## src/adcs_pkg.sv

```systemverilog
// constants and types of the converter sequencing and serial readout block
// assumes a single 100 MHz system clock
package adcs_pkg;

	// timing
	localparam int CLK_PERIOD_NS = 10;
	localparam int PWRUP_TIME_NS = 1500;
	localparam int CONV_TIME_NS  = 2300;
	localparam int PWRUP_CYCLES  = (PWRUP_TIME_NS + CLK_PERIOD_NS - 1) / CLK_PERIOD_NS;
	localparam int CONV_CYCLES   = (CONV_TIME_NS + CLK_PERIOD_NS - 1) / CLK_PERIOD_NS;
	localparam int TIMER_W       = 12;

	// result and serial framing
	localparam int RESULT_BITS = 10;
	localparam int BITCNT_W    = 4;
	localparam int FIFO_DEPTH  = 8;

	// reset values
	localparam logic [RESULT_BITS-1:0] RESULT_RESET = 10'h000;
	localparam logic [1:0]             PIN_RESET    = 2'h0;

	// converter sequence
	typedef enum logic [2:0] {
		ST_POWER_DOWN = 3'b000,
		ST_POWER_UP   = 3'b001,
		ST_READY      = 3'b010,
		ST_CONVERT    = 3'b011,
		ST_STORE      = 3'b100
	} adcs_state_e;

endpackage : adcs_pkg

```

## src/adcs_stream_if.sv

```systemverilog
// valid/ready word stream between the sequencer and the result fifo
// assumes both ends run on the same clock
`timescale 1ns/1ps
interface adcs_stream_if #(
	parameter int WIDTH = 10
);
	logic             valid;
	logic             ready;
	logic [WIDTH-1:0] data;

	modport src (output valid, output data, input ready);
	modport snk (input valid, input data, output ready);
endinterface : adcs_stream_if

```

## src/adcs_ctrl.sv

```systemverilog
// What this block does
// - start line low at end: power down
// - rising start edge powers up, 1.5 us
// - falling edge starts 2.3 us conversion, stores result
// - early fall waits for power-up, then converts
// - rising start edge enables serial port
// - early read shifts out previous result
// - readout works while powered down
// - rising start edge clears bit counter
// - clocks after ten bits are ignored
// - tenth clock falling edge resets counter
// - first rising clock drives first bit
// - data output released on tenth falling edge
// - free-running or burst serial clock both work
// - no bits before a rising start edge
// - new result waits until read completes
// - result is ten-bit straight binary
//
// top of the converter sequencing and serial readout logic
// assumes conv_start_n and sclk are asynchronous pins and adc_code comes from the
// converter core on clk
`timescale 1ns/1ps
module adcs_ctrl
	import adcs_pkg::*;
#(
	parameter int RESULT_W   = RESULT_BITS,
	parameter int FIFO_WORDS = FIFO_DEPTH
) (
	// clock and reset
	input  wire logic                clk,
	input  wire logic                arst_n,
	// host pins
	input  wire logic                conv_start_n,
	input  wire logic                sclk,
	output logic                     dout_o,
	output logic                     dout_oe,
	// converter core
	input  wire logic [RESULT_W-1:0] adc_code,
	output logic                     core_power_on,
	output logic                     core_converting,
	output logic                     core_hold
);

	// pin synchronisers
	logic [1:0] pin_meta_reg;
	logic [1:0] pin_sync_reg;
	logic [1:0] pin_prev_reg;
	logic [1:0] pin_async;

	assign pin_async = {sclk, conv_start_n};

	genvar g;
	generate
		for (g = 0; g < 2; g++) begin : g_sync
			always_ff @(posedge clk or negedge arst_n) begin
				if (!arst_n) begin
					pin_meta_reg[g] <= PIN_RESET[g];
					pin_sync_reg[g] <= PIN_RESET[g];
					pin_prev_reg[g] <= PIN_RESET[g];
				end else begin
					pin_meta_reg[g] <= pin_async[g];
					pin_sync_reg[g] <= pin_meta_reg[g];
					pin_prev_reg[g] <= pin_sync_reg[g];
				end
			end
		end
	endgenerate

	logic start_level;
	logic start_rise;
	logic start_fall;
	logic sclk_rise;
	logic sclk_fall;

	assign start_level = pin_sync_reg[0];
	assign start_rise  = pin_sync_reg[0] && !pin_prev_reg[0];
	assign start_fall  = !pin_sync_reg[0] && pin_prev_reg[0];
	assign sclk_rise   = pin_sync_reg[1] && !pin_prev_reg[1];
	assign sclk_fall   = !pin_sync_reg[1] && pin_prev_reg[1];

	// sequencer state
	adcs_state_e         state_reg;
	adcs_state_e         state_next;
	logic [TIMER_W-1:0]  timer_reg;
	logic                early_fall_reg;
	logic [RESULT_W-1:0] result_reg;
	logic                timer_done;

	assign timer_done = (timer_reg == '0);

	// result stream into the fifo and out of it
	adcs_stream_if #(.WIDTH(RESULT_W)) res_in ();
	adcs_stream_if #(.WIDTH(RESULT_W)) res_out ();

	assign res_in.valid = (state_reg == ST_STORE);
	assign res_in.data  = result_reg;

	adcs_fifo #(
		.WIDTH (RESULT_W),
		.DEPTH (FIFO_WORDS)
	) u_fifo (
		.clk    (clk),
		.arst_n (arst_n),
		.wr     (res_in.snk),
		.rd     (res_out.src)
	);

	always_comb begin
		state_next = state_reg;
		unique case (state_reg)
			ST_POWER_DOWN: begin
				if (start_rise) begin
					state_next = ST_POWER_UP;
				end
			end
			ST_POWER_UP: begin
				if (timer_done) begin
					if (early_fall_reg || start_fall) begin
						state_next = ST_CONVERT;
					end else begin
						state_next = ST_READY;
					end
				end
			end
			ST_READY: begin
				if (start_fall) begin
					state_next = ST_CONVERT;
				end
			end
			ST_CONVERT: begin
				if (timer_done) begin
					state_next = ST_STORE;
				end
			end
			ST_STORE: begin
				if (res_in.ready) begin
					if (!start_level) begin
						state_next = ST_POWER_DOWN;
					end else begin
						state_next = ST_READY;
					end
				end
			end
			default: begin
				state_next = ST_POWER_DOWN;
			end
		endcase
	end

	always_ff @(posedge clk or negedge arst_n) begin
		if (!arst_n) begin
			state_reg <= ST_POWER_DOWN;
		end else begin
			state_reg <= state_next;
		end
	end

	// power-up and conversion timer
	always_ff @(posedge clk or negedge arst_n) begin
		if (!arst_n) begin
			timer_reg <= '0;
		end else if (state_reg == ST_POWER_DOWN && state_next == ST_POWER_UP) begin
			timer_reg <= TIMER_W'(PWRUP_CYCLES - 1);
		end else if (state_reg != ST_CONVERT && state_next == ST_CONVERT) begin
			timer_reg <= TIMER_W'(CONV_CYCLES - 1);
		end else if (!timer_done) begin
			timer_reg <= timer_reg - 1'b1;
		end
	end

	// a fall during power-up is remembered until power-up is over
	always_ff @(posedge clk or negedge arst_n) begin
		if (!arst_n) begin
			early_fall_reg <= 1'b0;
		end else if (state_reg != ST_POWER_UP) begin
			early_fall_reg <= 1'b0;
		end else if (start_fall) begin
			early_fall_reg <= 1'b1;
		end
	end

	// capture the core's code at the end of a conversion
	always_ff @(posedge clk or negedge arst_n) begin
		if (!arst_n) begin
			result_reg <= RESULT_RESET;
		end else if (state_reg == ST_CONVERT && timer_done) begin
			result_reg <= adc_code;
		end
	end

	assign core_power_on   = (state_reg != ST_POWER_DOWN);
	assign core_converting = (state_reg == ST_CONVERT);
	assign core_hold       = (state_reg == ST_CONVERT);

	// serial readout, independent of power state
	logic [RESULT_W-1:0] shift_reg;
	logic [BITCNT_W-1:0] bit_cnt_reg;
	logic                armed_reg;
	logic                dout_reg;
	logic                dout_oe_reg;
	logic                last_fall;

	assign last_fall = armed_reg && sclk_fall && dout_oe_reg
		&& (bit_cnt_reg == BITCNT_W'(RESULT_W - 1));

	// load only between reads, so a read in flight keeps its word
	assign res_out.ready = !dout_oe_reg;

	always_ff @(posedge clk or negedge arst_n) begin
		if (!arst_n) begin
			shift_reg <= RESULT_RESET;
		end else if (res_out.valid && res_out.ready) begin
			shift_reg <= res_out.data;
		end
	end

	always_ff @(posedge clk or negedge arst_n) begin
		if (!arst_n) begin
			armed_reg <= 1'b0;
		end else if (start_rise) begin
			armed_reg <= 1'b1;
		end else if (last_fall) begin
			armed_reg <= 1'b0;
		end
	end

	always_ff @(posedge clk or negedge arst_n) begin
		if (!arst_n) begin
			bit_cnt_reg <= '0;
		end else if (start_rise) begin
			bit_cnt_reg <= '0;
		end else if (last_fall) begin
			bit_cnt_reg <= '0;
		end else if (armed_reg && dout_oe_reg && sclk_fall) begin
			bit_cnt_reg <= bit_cnt_reg + 1'b1;
		end
	end

	always_ff @(posedge clk or negedge arst_n) begin
		if (!arst_n) begin
			dout_reg    <= 1'b0;
			dout_oe_reg <= 1'b0;
		end else if (start_rise) begin
			dout_oe_reg <= 1'b0;
		end else if (last_fall) begin
			dout_oe_reg <= 1'b0;
		end else if (armed_reg && sclk_rise) begin
			dout_reg    <= shift_reg[RESULT_W - 1 - int'(bit_cnt_reg)];
			dout_oe_reg <= 1'b1;
		end
	end

	assign dout_o  = dout_reg;
	assign dout_oe = dout_oe_reg;

endmodule : adcs_ctrl

```

## src/adcs_fifo.sv

```systemverilog
// small result fifo, width and depth set by parameters
// assumes one clock and an asynchronous active-low reset
`timescale 1ns/1ps
module adcs_fifo #(
	parameter int WIDTH = 10,
	parameter int DEPTH = 8
) (
	// clock and reset
	input  wire logic clk,
	input  wire logic arst_n,
	// filling side
	adcs_stream_if.snk wr,
	// draining side
	adcs_stream_if.src rd
);
	localparam int AW = $clog2(DEPTH);

	logic [WIDTH-1:0] mem_reg [DEPTH];
	logic [AW-1:0]    wr_ptr_reg;
	logic [AW-1:0]    rd_ptr_reg;
	logic [AW:0]      count_reg;
	logic             push;
	logic             pop;

	assign wr.ready = (count_reg != (AW+1)'(DEPTH));
	assign rd.valid = (count_reg != '0);
	assign rd.data  = mem_reg[rd_ptr_reg];
	assign push     = wr.valid && wr.ready;
	assign pop      = rd.valid && rd.ready;

	always_ff @(posedge clk) begin
		if (push) begin
			mem_reg[wr_ptr_reg] <= wr.data;
		end
	end

	always_ff @(posedge clk or negedge arst_n) begin
		if (!arst_n) begin
			wr_ptr_reg <= '0;
			rd_ptr_reg <= '0;
			count_reg  <= '0;
		end else begin
			if (push) begin
				wr_ptr_reg <= (wr_ptr_reg == AW'(DEPTH-1)) ? '0 : wr_ptr_reg + 1'b1;
			end
			if (pop) begin
				rd_ptr_reg <= (rd_ptr_reg == AW'(DEPTH-1)) ? '0 : rd_ptr_reg + 1'b1;
			end
			if (push && !pop) begin
				count_reg <= count_reg + 1'b1;
			end else if (pop && !push) begin
				count_reg <= count_reg - 1'b1;
			end
		end
	end

endmodule : adcs_fifo

```

## config.mk

```make
export PLATFORM = sky130hd
export DESIGN_NAME = adcs_ctrl
export DESIGN_NICKNAME = d
export VERILOG_FILES = /design/src/adcs_pkg.sv /design/src/adcs_stream_if.sv /design/src/adcs_ctrl.sv /design/src/adcs_fifo.sv
export SDC_FILE = /design/constraint.sdc
export NUM_CORES = 1
export LEC_CHECK = 0
export BUFFER_PORTS_ARGS = -buffer_cell sky130_fd_sc_hd__buf_2
export CAP_MARGIN = 30
export CORE_ASPECT_RATIO = 0.5
export CORE_UTILIZATION = 41
export CTS_CLUSTER_SIZE = 25
export DETAILED_ROUTE_END_ITERATION = 12
export PLACE_DENSITY_LB_ADDON = 0.05
export SLEW_MARGIN = 20
export SYNTH_ARGS = -nofsm -noshare
export SYNTH_HDL_FRONTEND = slang
export SYNTH_SLANG_ARGS = --single-unit
```

## constraint.sdc

```tcl
create_clock -name clk -period 6.38 [get_ports clk]
set_input_delay 0.957 -clock clk [delete_from_list [all_inputs] [get_ports clk]]
set_output_delay 0.957 -clock clk [all_outputs]
set_load 0.05 [all_outputs]
```

==> out/qor.yml, run 1 <==
status: "finished clean"
ctsResizeCount: 0
clock_path_buffers: 2
postLayoutCoreUtil_pct: 50.0
ff2ff_setup_slack_ns: 3.46
dr.pass1.iters: 4
min_delay_path_depth: 0
r2r_end: "u_fifo.count_reg[3]"
initial_utilization_pct: 42.9
crit_fanout: 9
crit-reg2reg-launch: "u_fifo.count_reg[0]"
grt_max_degree: 46
fmax_ghz: 0.343
ys_seq_area_share_pct: 65.5
ys_ff_latch: 139
clk_pin_slew_worst_paths_ns: 0.06
hold_viol_final: 0
insertion_delay_ns: 0.42
seq_area_mm2: 0.00388
path_buf_inv: 2
cts_tree: "built"
drt_iter0_markers: 194
antenna_found_initial: 0
drc: 0
worstSetupEndpointType: "flip-flop"
multi_input_area_mm2: 0.00197
post_dp_cell_area_mm2: 0.00631
ios: 19
postSynthAreaPerCell_um2: 15.3
critPathTopFamily: "simple AND/OR/NAND/NOR gates"
worstPathCellList: "or4b_1, nand3_1, inv_2, ha_1, inv_1, ha_1, a21o_1, a21oi_1, xnor2_1, nor2_1, xor2_1"
vias: 3325
cts_setup_buffers: 0
largest_reg_flops: 80
grt_pass1_vias: 3388
syn2layout_area_growth_pct: 16.6
grt_pass1_wl_mm: 19.0
holdBufCountCts: 0
synth.net_count: 415
syn_area_mm2: 0.00592
drive_gt1_share_pct: 23.5
die_width_um: 172
stdcell_area_mm2: 0.00691
rows: 30
hpwlAfterDp_mm: 7.59
rsz0062_at_grt: "false"
final_common_cell: "edfxtp_1"
syn_inst: 388
r2r_cells: 11
numCtsBuffers: 17
postRouteAntennaNets: 0
die-area_mm2: 0.0150
port_buffers: 18
peakVddDrop_uv: 189
worstHoldEndpoint: "start_level"
holdCritPathClass: "reg2reg"
final_cell_mix: "edfxtp_1, dfrtp_1, nor2_1, a21oi_1"
min_from: "pin_meta_reg[0]"
core-area_mm2: 0.0138
cp_common_cell: "ha_1"
critical-path-max-stage-delay_ns: 0.58
cts.sinks: 139
viasPerCell: 5.28
drv_cap: 0
finalMaxSlewViolations: 0
timing.slew.headroom_pct: 50.0
crit_type: "reg2reg"
cp.arrival_ns: 3.21
gp_congestion: 0.814
root_buffer: "clkbuf_16"
p_leak_uw: 0.00258
powerDensity_mw_per_mm2: 408
crit_path_start: "u_fifo.count_reg[0]"
setup_tns_ns: 0
antenna_cells: 0
cp_slowest_cell: "or4b_1"
synth_warnings: 0
n_fill_cell: 1199
clock_skew_ns: 0.00944
setup-violations-final: 0
period_needed_ns: 2.92
globalRoute.totalOverflow: 0
fin_nets: 452
track_usage_pct: 17.5
htreeDepth: 4
cp-start-kind: "flip-flop"
ys_types: 56
die_h_um: 87
period_share_pct: 45.7
routedWlPerCell_um: 18.4
wirelength_mm: 11.6
crit_required_ns: 6.67
worstMarginPinSlew_ns: 0.748
-- stage by stage --
stage	total power (uW)	setup WS (ns)	hold slack, ns	instances
5_1_grt	2970	3.32	0.369	630
3_3_place_gp	1830	3.57	0.343	594
4_1_cts	2850	3.42	0.368	629
3_5_place_dp	1870	3.44	0.341	597
2_1_floorplan	1680	3.78	0.331	388
6_report	2810	3.46	0.366	630
-- worst max-delay path by stage --
stage | endpoint | slack, ns | cells past startpoint
after floorplan | u_fifo.count_reg[3] | 3.78 | 11
after global placement | u_fifo.count_reg[3] | 3.57 | 11
after detailed placement | u_fifo.count_reg[3] | 3.44 | 11
after CTS | u_fifo.count_reg[3] | 3.42 | 11
after global routing | u_fifo.count_reg[3] | 3.32 | 11
final | u_fifo.count_reg[3] | 3.46 | 11
-- synthesized netlist by cell type (all sizes together) --
library cell / instances / share of area, %
or3: 1 / 0.11
o21a: 2 / 0.38
a211oi: 1 / 0.13
nand3: 9 / 0.97
xor2: 3 / 0.44
nor4b: 1 / 0.40
nor3: 11 / 1.0
and2: 2 / 0.25
clkbuf: 7 / 0.44
o21ai: 10 / 0.91
nand2: 22 / 1.4
dfrtp: 59 / 25
a31oi: 2 / 0.21
fa: 1 / 0.34
a2111oi: 1 / 0.46
a21bo: 2 / 0.34
nor2b: 8 / 0.84
buf: 5 / 0.44
a2111o: 1 / 0.19
nand4b: 1 / 0.15
nor2: 30 / 1.9
nand4: 3 / 0.42
nor4: 5 / 0.78
xnor2: 8 / 1.2
or4b: 3 / 0.57
edfxtp: 80 / 41
ha: 12 / 2.5
mux2: 15 / 2.9
or4: 1 / 0.13
nand2b: 3 / 0.32
mux4: 22 / 8.4
and3: 1 / 0.11
a22oi: 1 / 0.13
and3b: 1 / 0.15
a21oi: 25 / 2.1
nor3b: 1 / 0.13
mux2i: 12 / 2.0
a21o: 3 / 0.38
inv: 10 / 0.63
a31o: 1 / 0.15
o31ai: 1 / 0.13
o211ai: 1 / 0.13
-- area by class of cell --
cell class / count / share of cell area (%)
multi-input combinational: 227 / 28.5
timing repair buffer: 30 / 2.77
clock inverter: 14 / 2.14
inverter: 10 / 0.544
sequential: 139 / 56.2
clock buffer: 18 / 6.36
tap: 192 / 3.48
-- routing by layer --
layer	wire length [um]	up-vias	global-route usage, %
met5	0	-	0
met2	5360	54	27.3
li1	-	1554	-
met1	5630	1705	24.3
met3	471	12	4.27
met4	125	0	5.71
-- logic make-up after synthesis --
| family | share of synthesized area [%] |
|---|---|
| simple gates | 9.63 |
| buf+inv | 1.52 |
| xor+xnor | 1.63 |
| fa+ha+maj | 2.87 |
| mux | 13.2 |
| compound gates | 5.64 |
| flops | 65.5 |
-- where the power goes --
part	switching [uW]	total (uW)	internal, uW
combinational	299	636	337
clock	418	983	564
sequential	141	1200	1060
total	858	2810	1960
Note: power is estimated with default switching activity, not from simulation.
==> run 2: changes to the inputs <==
==> constraint.sdc (replaced) <==
create_clock -name clk -period 2.6 [get_ports clk]
set_input_delay 0.39 -clock clk [delete_from_list [all_inputs] [get_ports clk]]
set_output_delay 0.39 -clock clk [all_outputs]
set_load 0.05 [all_outputs]
==> run 2 against run 1 <==
Critical path depth did not move; via count is 1.4% higher; die area stayed put.
==> out/qor.yml, run 2 (synthesis results as in run 1) <==
die-area_mm2: 0.0150  # unchanged
routedWlPerCell_um: 18.9  # was 18.4 um
die_h_um: 87  # unchanged
grt_use_met2_pct: 27.9  # was 27.3%
dr.pass1.iters: 5  # was 4
drive_gt1_share_pct: 27.2  # was 23.5%
final_common_cell: "edfxtp_1"  # unchanged
cp_slowest_cell: "or4b_4"  # was or4b_1
cp.arrival_ns: 2.73  # was 3.21 ns
setup_tns_ns: 0  # unchanged
stdcell_area_mm2: 0.00711  # was 0.00691 mm^2
crit_type: "reg2reg"  # unchanged
period_needed_ns: 2.44  # was 2.92 ns
initial_utilization_pct: 42.9  # unchanged
rsz0062_at_grt: "false"  # unchanged
globalRoute.totalOverflow: 0  # unchanged
crit_fanout: 4  # was 9
rows: 30  # unchanged
timing.slew.headroom_pct: 42.5  # was 50.0%
grt_pass1_vias: 3461  # was 3388
numCtsBuffers: 17  # unchanged
p_leak_uw: 0.00269  # was 0.00258 uW
use_met3_pct: 4.41  # was 4.27%
core-area_mm2: 0.0138  # unchanged
post_dp_cell_area_mm2: 0.00638  # was 0.00631 mm^2
root_buffer: "clkbuf_16"  # unchanged
vias: 3371  # was 3325
ios: 19  # unchanged
hold_viol_final: 0  # unchanged
finalMaxSlewViolations: 0  # unchanged
port_buffers: 18  # unchanged
grt_pass1_wl_mm: 19.6  # was 19.0 mm
worstPathCellList: "or4b_4, nand3_2, inv_2, ha_1, inv_2, ha_1, a21o_1, a21oi_2, xnor2_1, nor2_1, xor2_1"  # was or4b_1, nand3_1, inv_2, ha_1, inv_1, ha_1, a21o_1, a21oi_1, xnor2_1, nor2_1, xor2_1
worstSetupEndpointType: "flip-flop"  # unchanged
largest_reg_flops: 80  # unchanged
syn2layout_area_growth_pct: 19.9  # was 16.6%
viasPerCell: 5.23  # was 5.28
drc: 0  # unchanged
wirelength_mm: 12.2  # was 11.6 mm
track_usage_pct: 18.4  # was 17.5%
antenna_cells: 0  # unchanged
cts.sinks: 139  # unchanged
final_cell_mix: "edfxtp_1, dfrtp_1, nor2_1, buf_4, a21oi_1"  # was edfxtp_1, dfrtp_1, nor2_1, a21oi_1
grt_busiest_layer: "met2"  # unchanged
cts_tree: "built"  # unchanged
clock_path_buffers: 2  # unchanged
holdCritPathClass: "in2reg"  # was reg2reg
grt_max_degree: 38  # was 46
cp-start-kind: "flip-flop"  # unchanged
insertion_delay_ns: 0.41  # was 0.42 ns
drt_iter0_markers: 296  # was 194
htreeDepth: 4  # unchanged
clock_skew_ns: 0.00873  # was 0.00944 ns
grt_use_met1_pct: 26.0  # was 24.3%
hpwlAfterDp_mm: 7.89  # was 7.59 mm
clk_pin_slew_worst_paths_ns: 0.06  # about the same
min_delay_path_depth: 1  # was 0
peakVddDrop_uv: 467  # was 189 uV
crit_required_ns: 2.89  # was 6.67 ns
gp_congestion: 0.816  # was 0.814
postRouteAntennaNets: 0  # unchanged
fmax_ghz: 0.409  # was 0.343 GHz
die_width_um: 172  # unchanged
worstMarginPinSlew_ns: 0.856  # was 0.748 ns
critical-path-max-stage-delay_ns: 0.56  # was 0.58 ns
antenna_found_initial: 0  # unchanged
r2r_cells: 11  # unchanged
status: "finished clean"  # unchanged
powerDensity_mw_per_mm2: 1020  # was 408 mW/mm^2
setup-violations-final: 0  # unchanged
period_share_pct: 93.9  # was 45.7%
fin_nets: 468  # was 452
drv_cap: 0  # unchanged
==> run 2: cell count changes in the layout (fill, tap and decap cells not counted), moves of 2 or more <==
cell	previous run	this run
buf_4	10	25
bufinv_16	1	5
clkinv_4	2	0
inv_6	7	5
inv_8	3	0
==> run 2: layer usage <==
metal,routed length (um),vias to the layer above
li1,-,1581
met1,5880,1716
met2,5750,70
met3,516,4
met4,41,0
met5,0,-
==> run 2: area by class of cell <==
cell class              instances  area [um^2]
inverters                      10         37.5
flip-flops and latches        139         3880
clock inverters                13          211
fillers                      1187         6710
clock buffers                  18          439
well taps                     192          240
multi-input cells             227         1980
repair buffers                 46          320
==> run 2: worst max-delay path: cells and delay by family (launching register included) <==
kind	cells	cell delay, ns
buffers and inverters	2	0.15
XOR/XNOR	2	0.26
flip-flops	1	0.40
AO/OA/AOI/OAI	2	0.33
AND/OR/NAND/NOR	3	0.73
adder cells (fa/ha/maj)	2	0.45
==> run 2: final timing paths <==
| path | start | endpoint | slack [ns] |
|---|---|---|---|
| min in group asynchronous | arst_n | pin_meta_reg[1] | 0.44 |
| worst min register to register | pin_meta_reg[0] | start_level | 0.35 |
| worst min-delay path | sclk | pin_meta_reg[1] | 0.09 |
| worst max-delay path | u_fifo.count_reg[2] | u_fifo.count_reg[3] | 0.16 |
| max in group asynchronous | arst_n | shift_reg[2] | 1.44 |
| worst max register to register | u_fifo.count_reg[2] | u_fifo.count_reg[3] | 0.16 |
==> run 2: timing repair <==
action,CTS,global route
setup endpoints to repair,1,1
buffers inserted,0,2
gates resized for setup,1,4
hold buffers,0,1
hold endpoints to repair,0,15
==> run 2: metrics by stage <==
step	std cells	util [%]	power, uW	setup slack, ns	hold slack [ns]
detailed placement	609	46.2	4600	0.00209	0.338
global route	645	51.4	7610	0.0154	0.0734
global placement	609	46.2	4540	0.0892	0.342
floorplan	388	-	4130	0.0100	0.0944
CTS	640	50.9	7290	0.0373	0.0746
finish	645	51.4	7240	0.158	0.0878
==> run 2: report_power, final <==
group / switching (uW) / internal (uW)
registers: 294 / 2590
clock network: 928 / 1740
logic: 803 / 883
total: 2020 / 5210
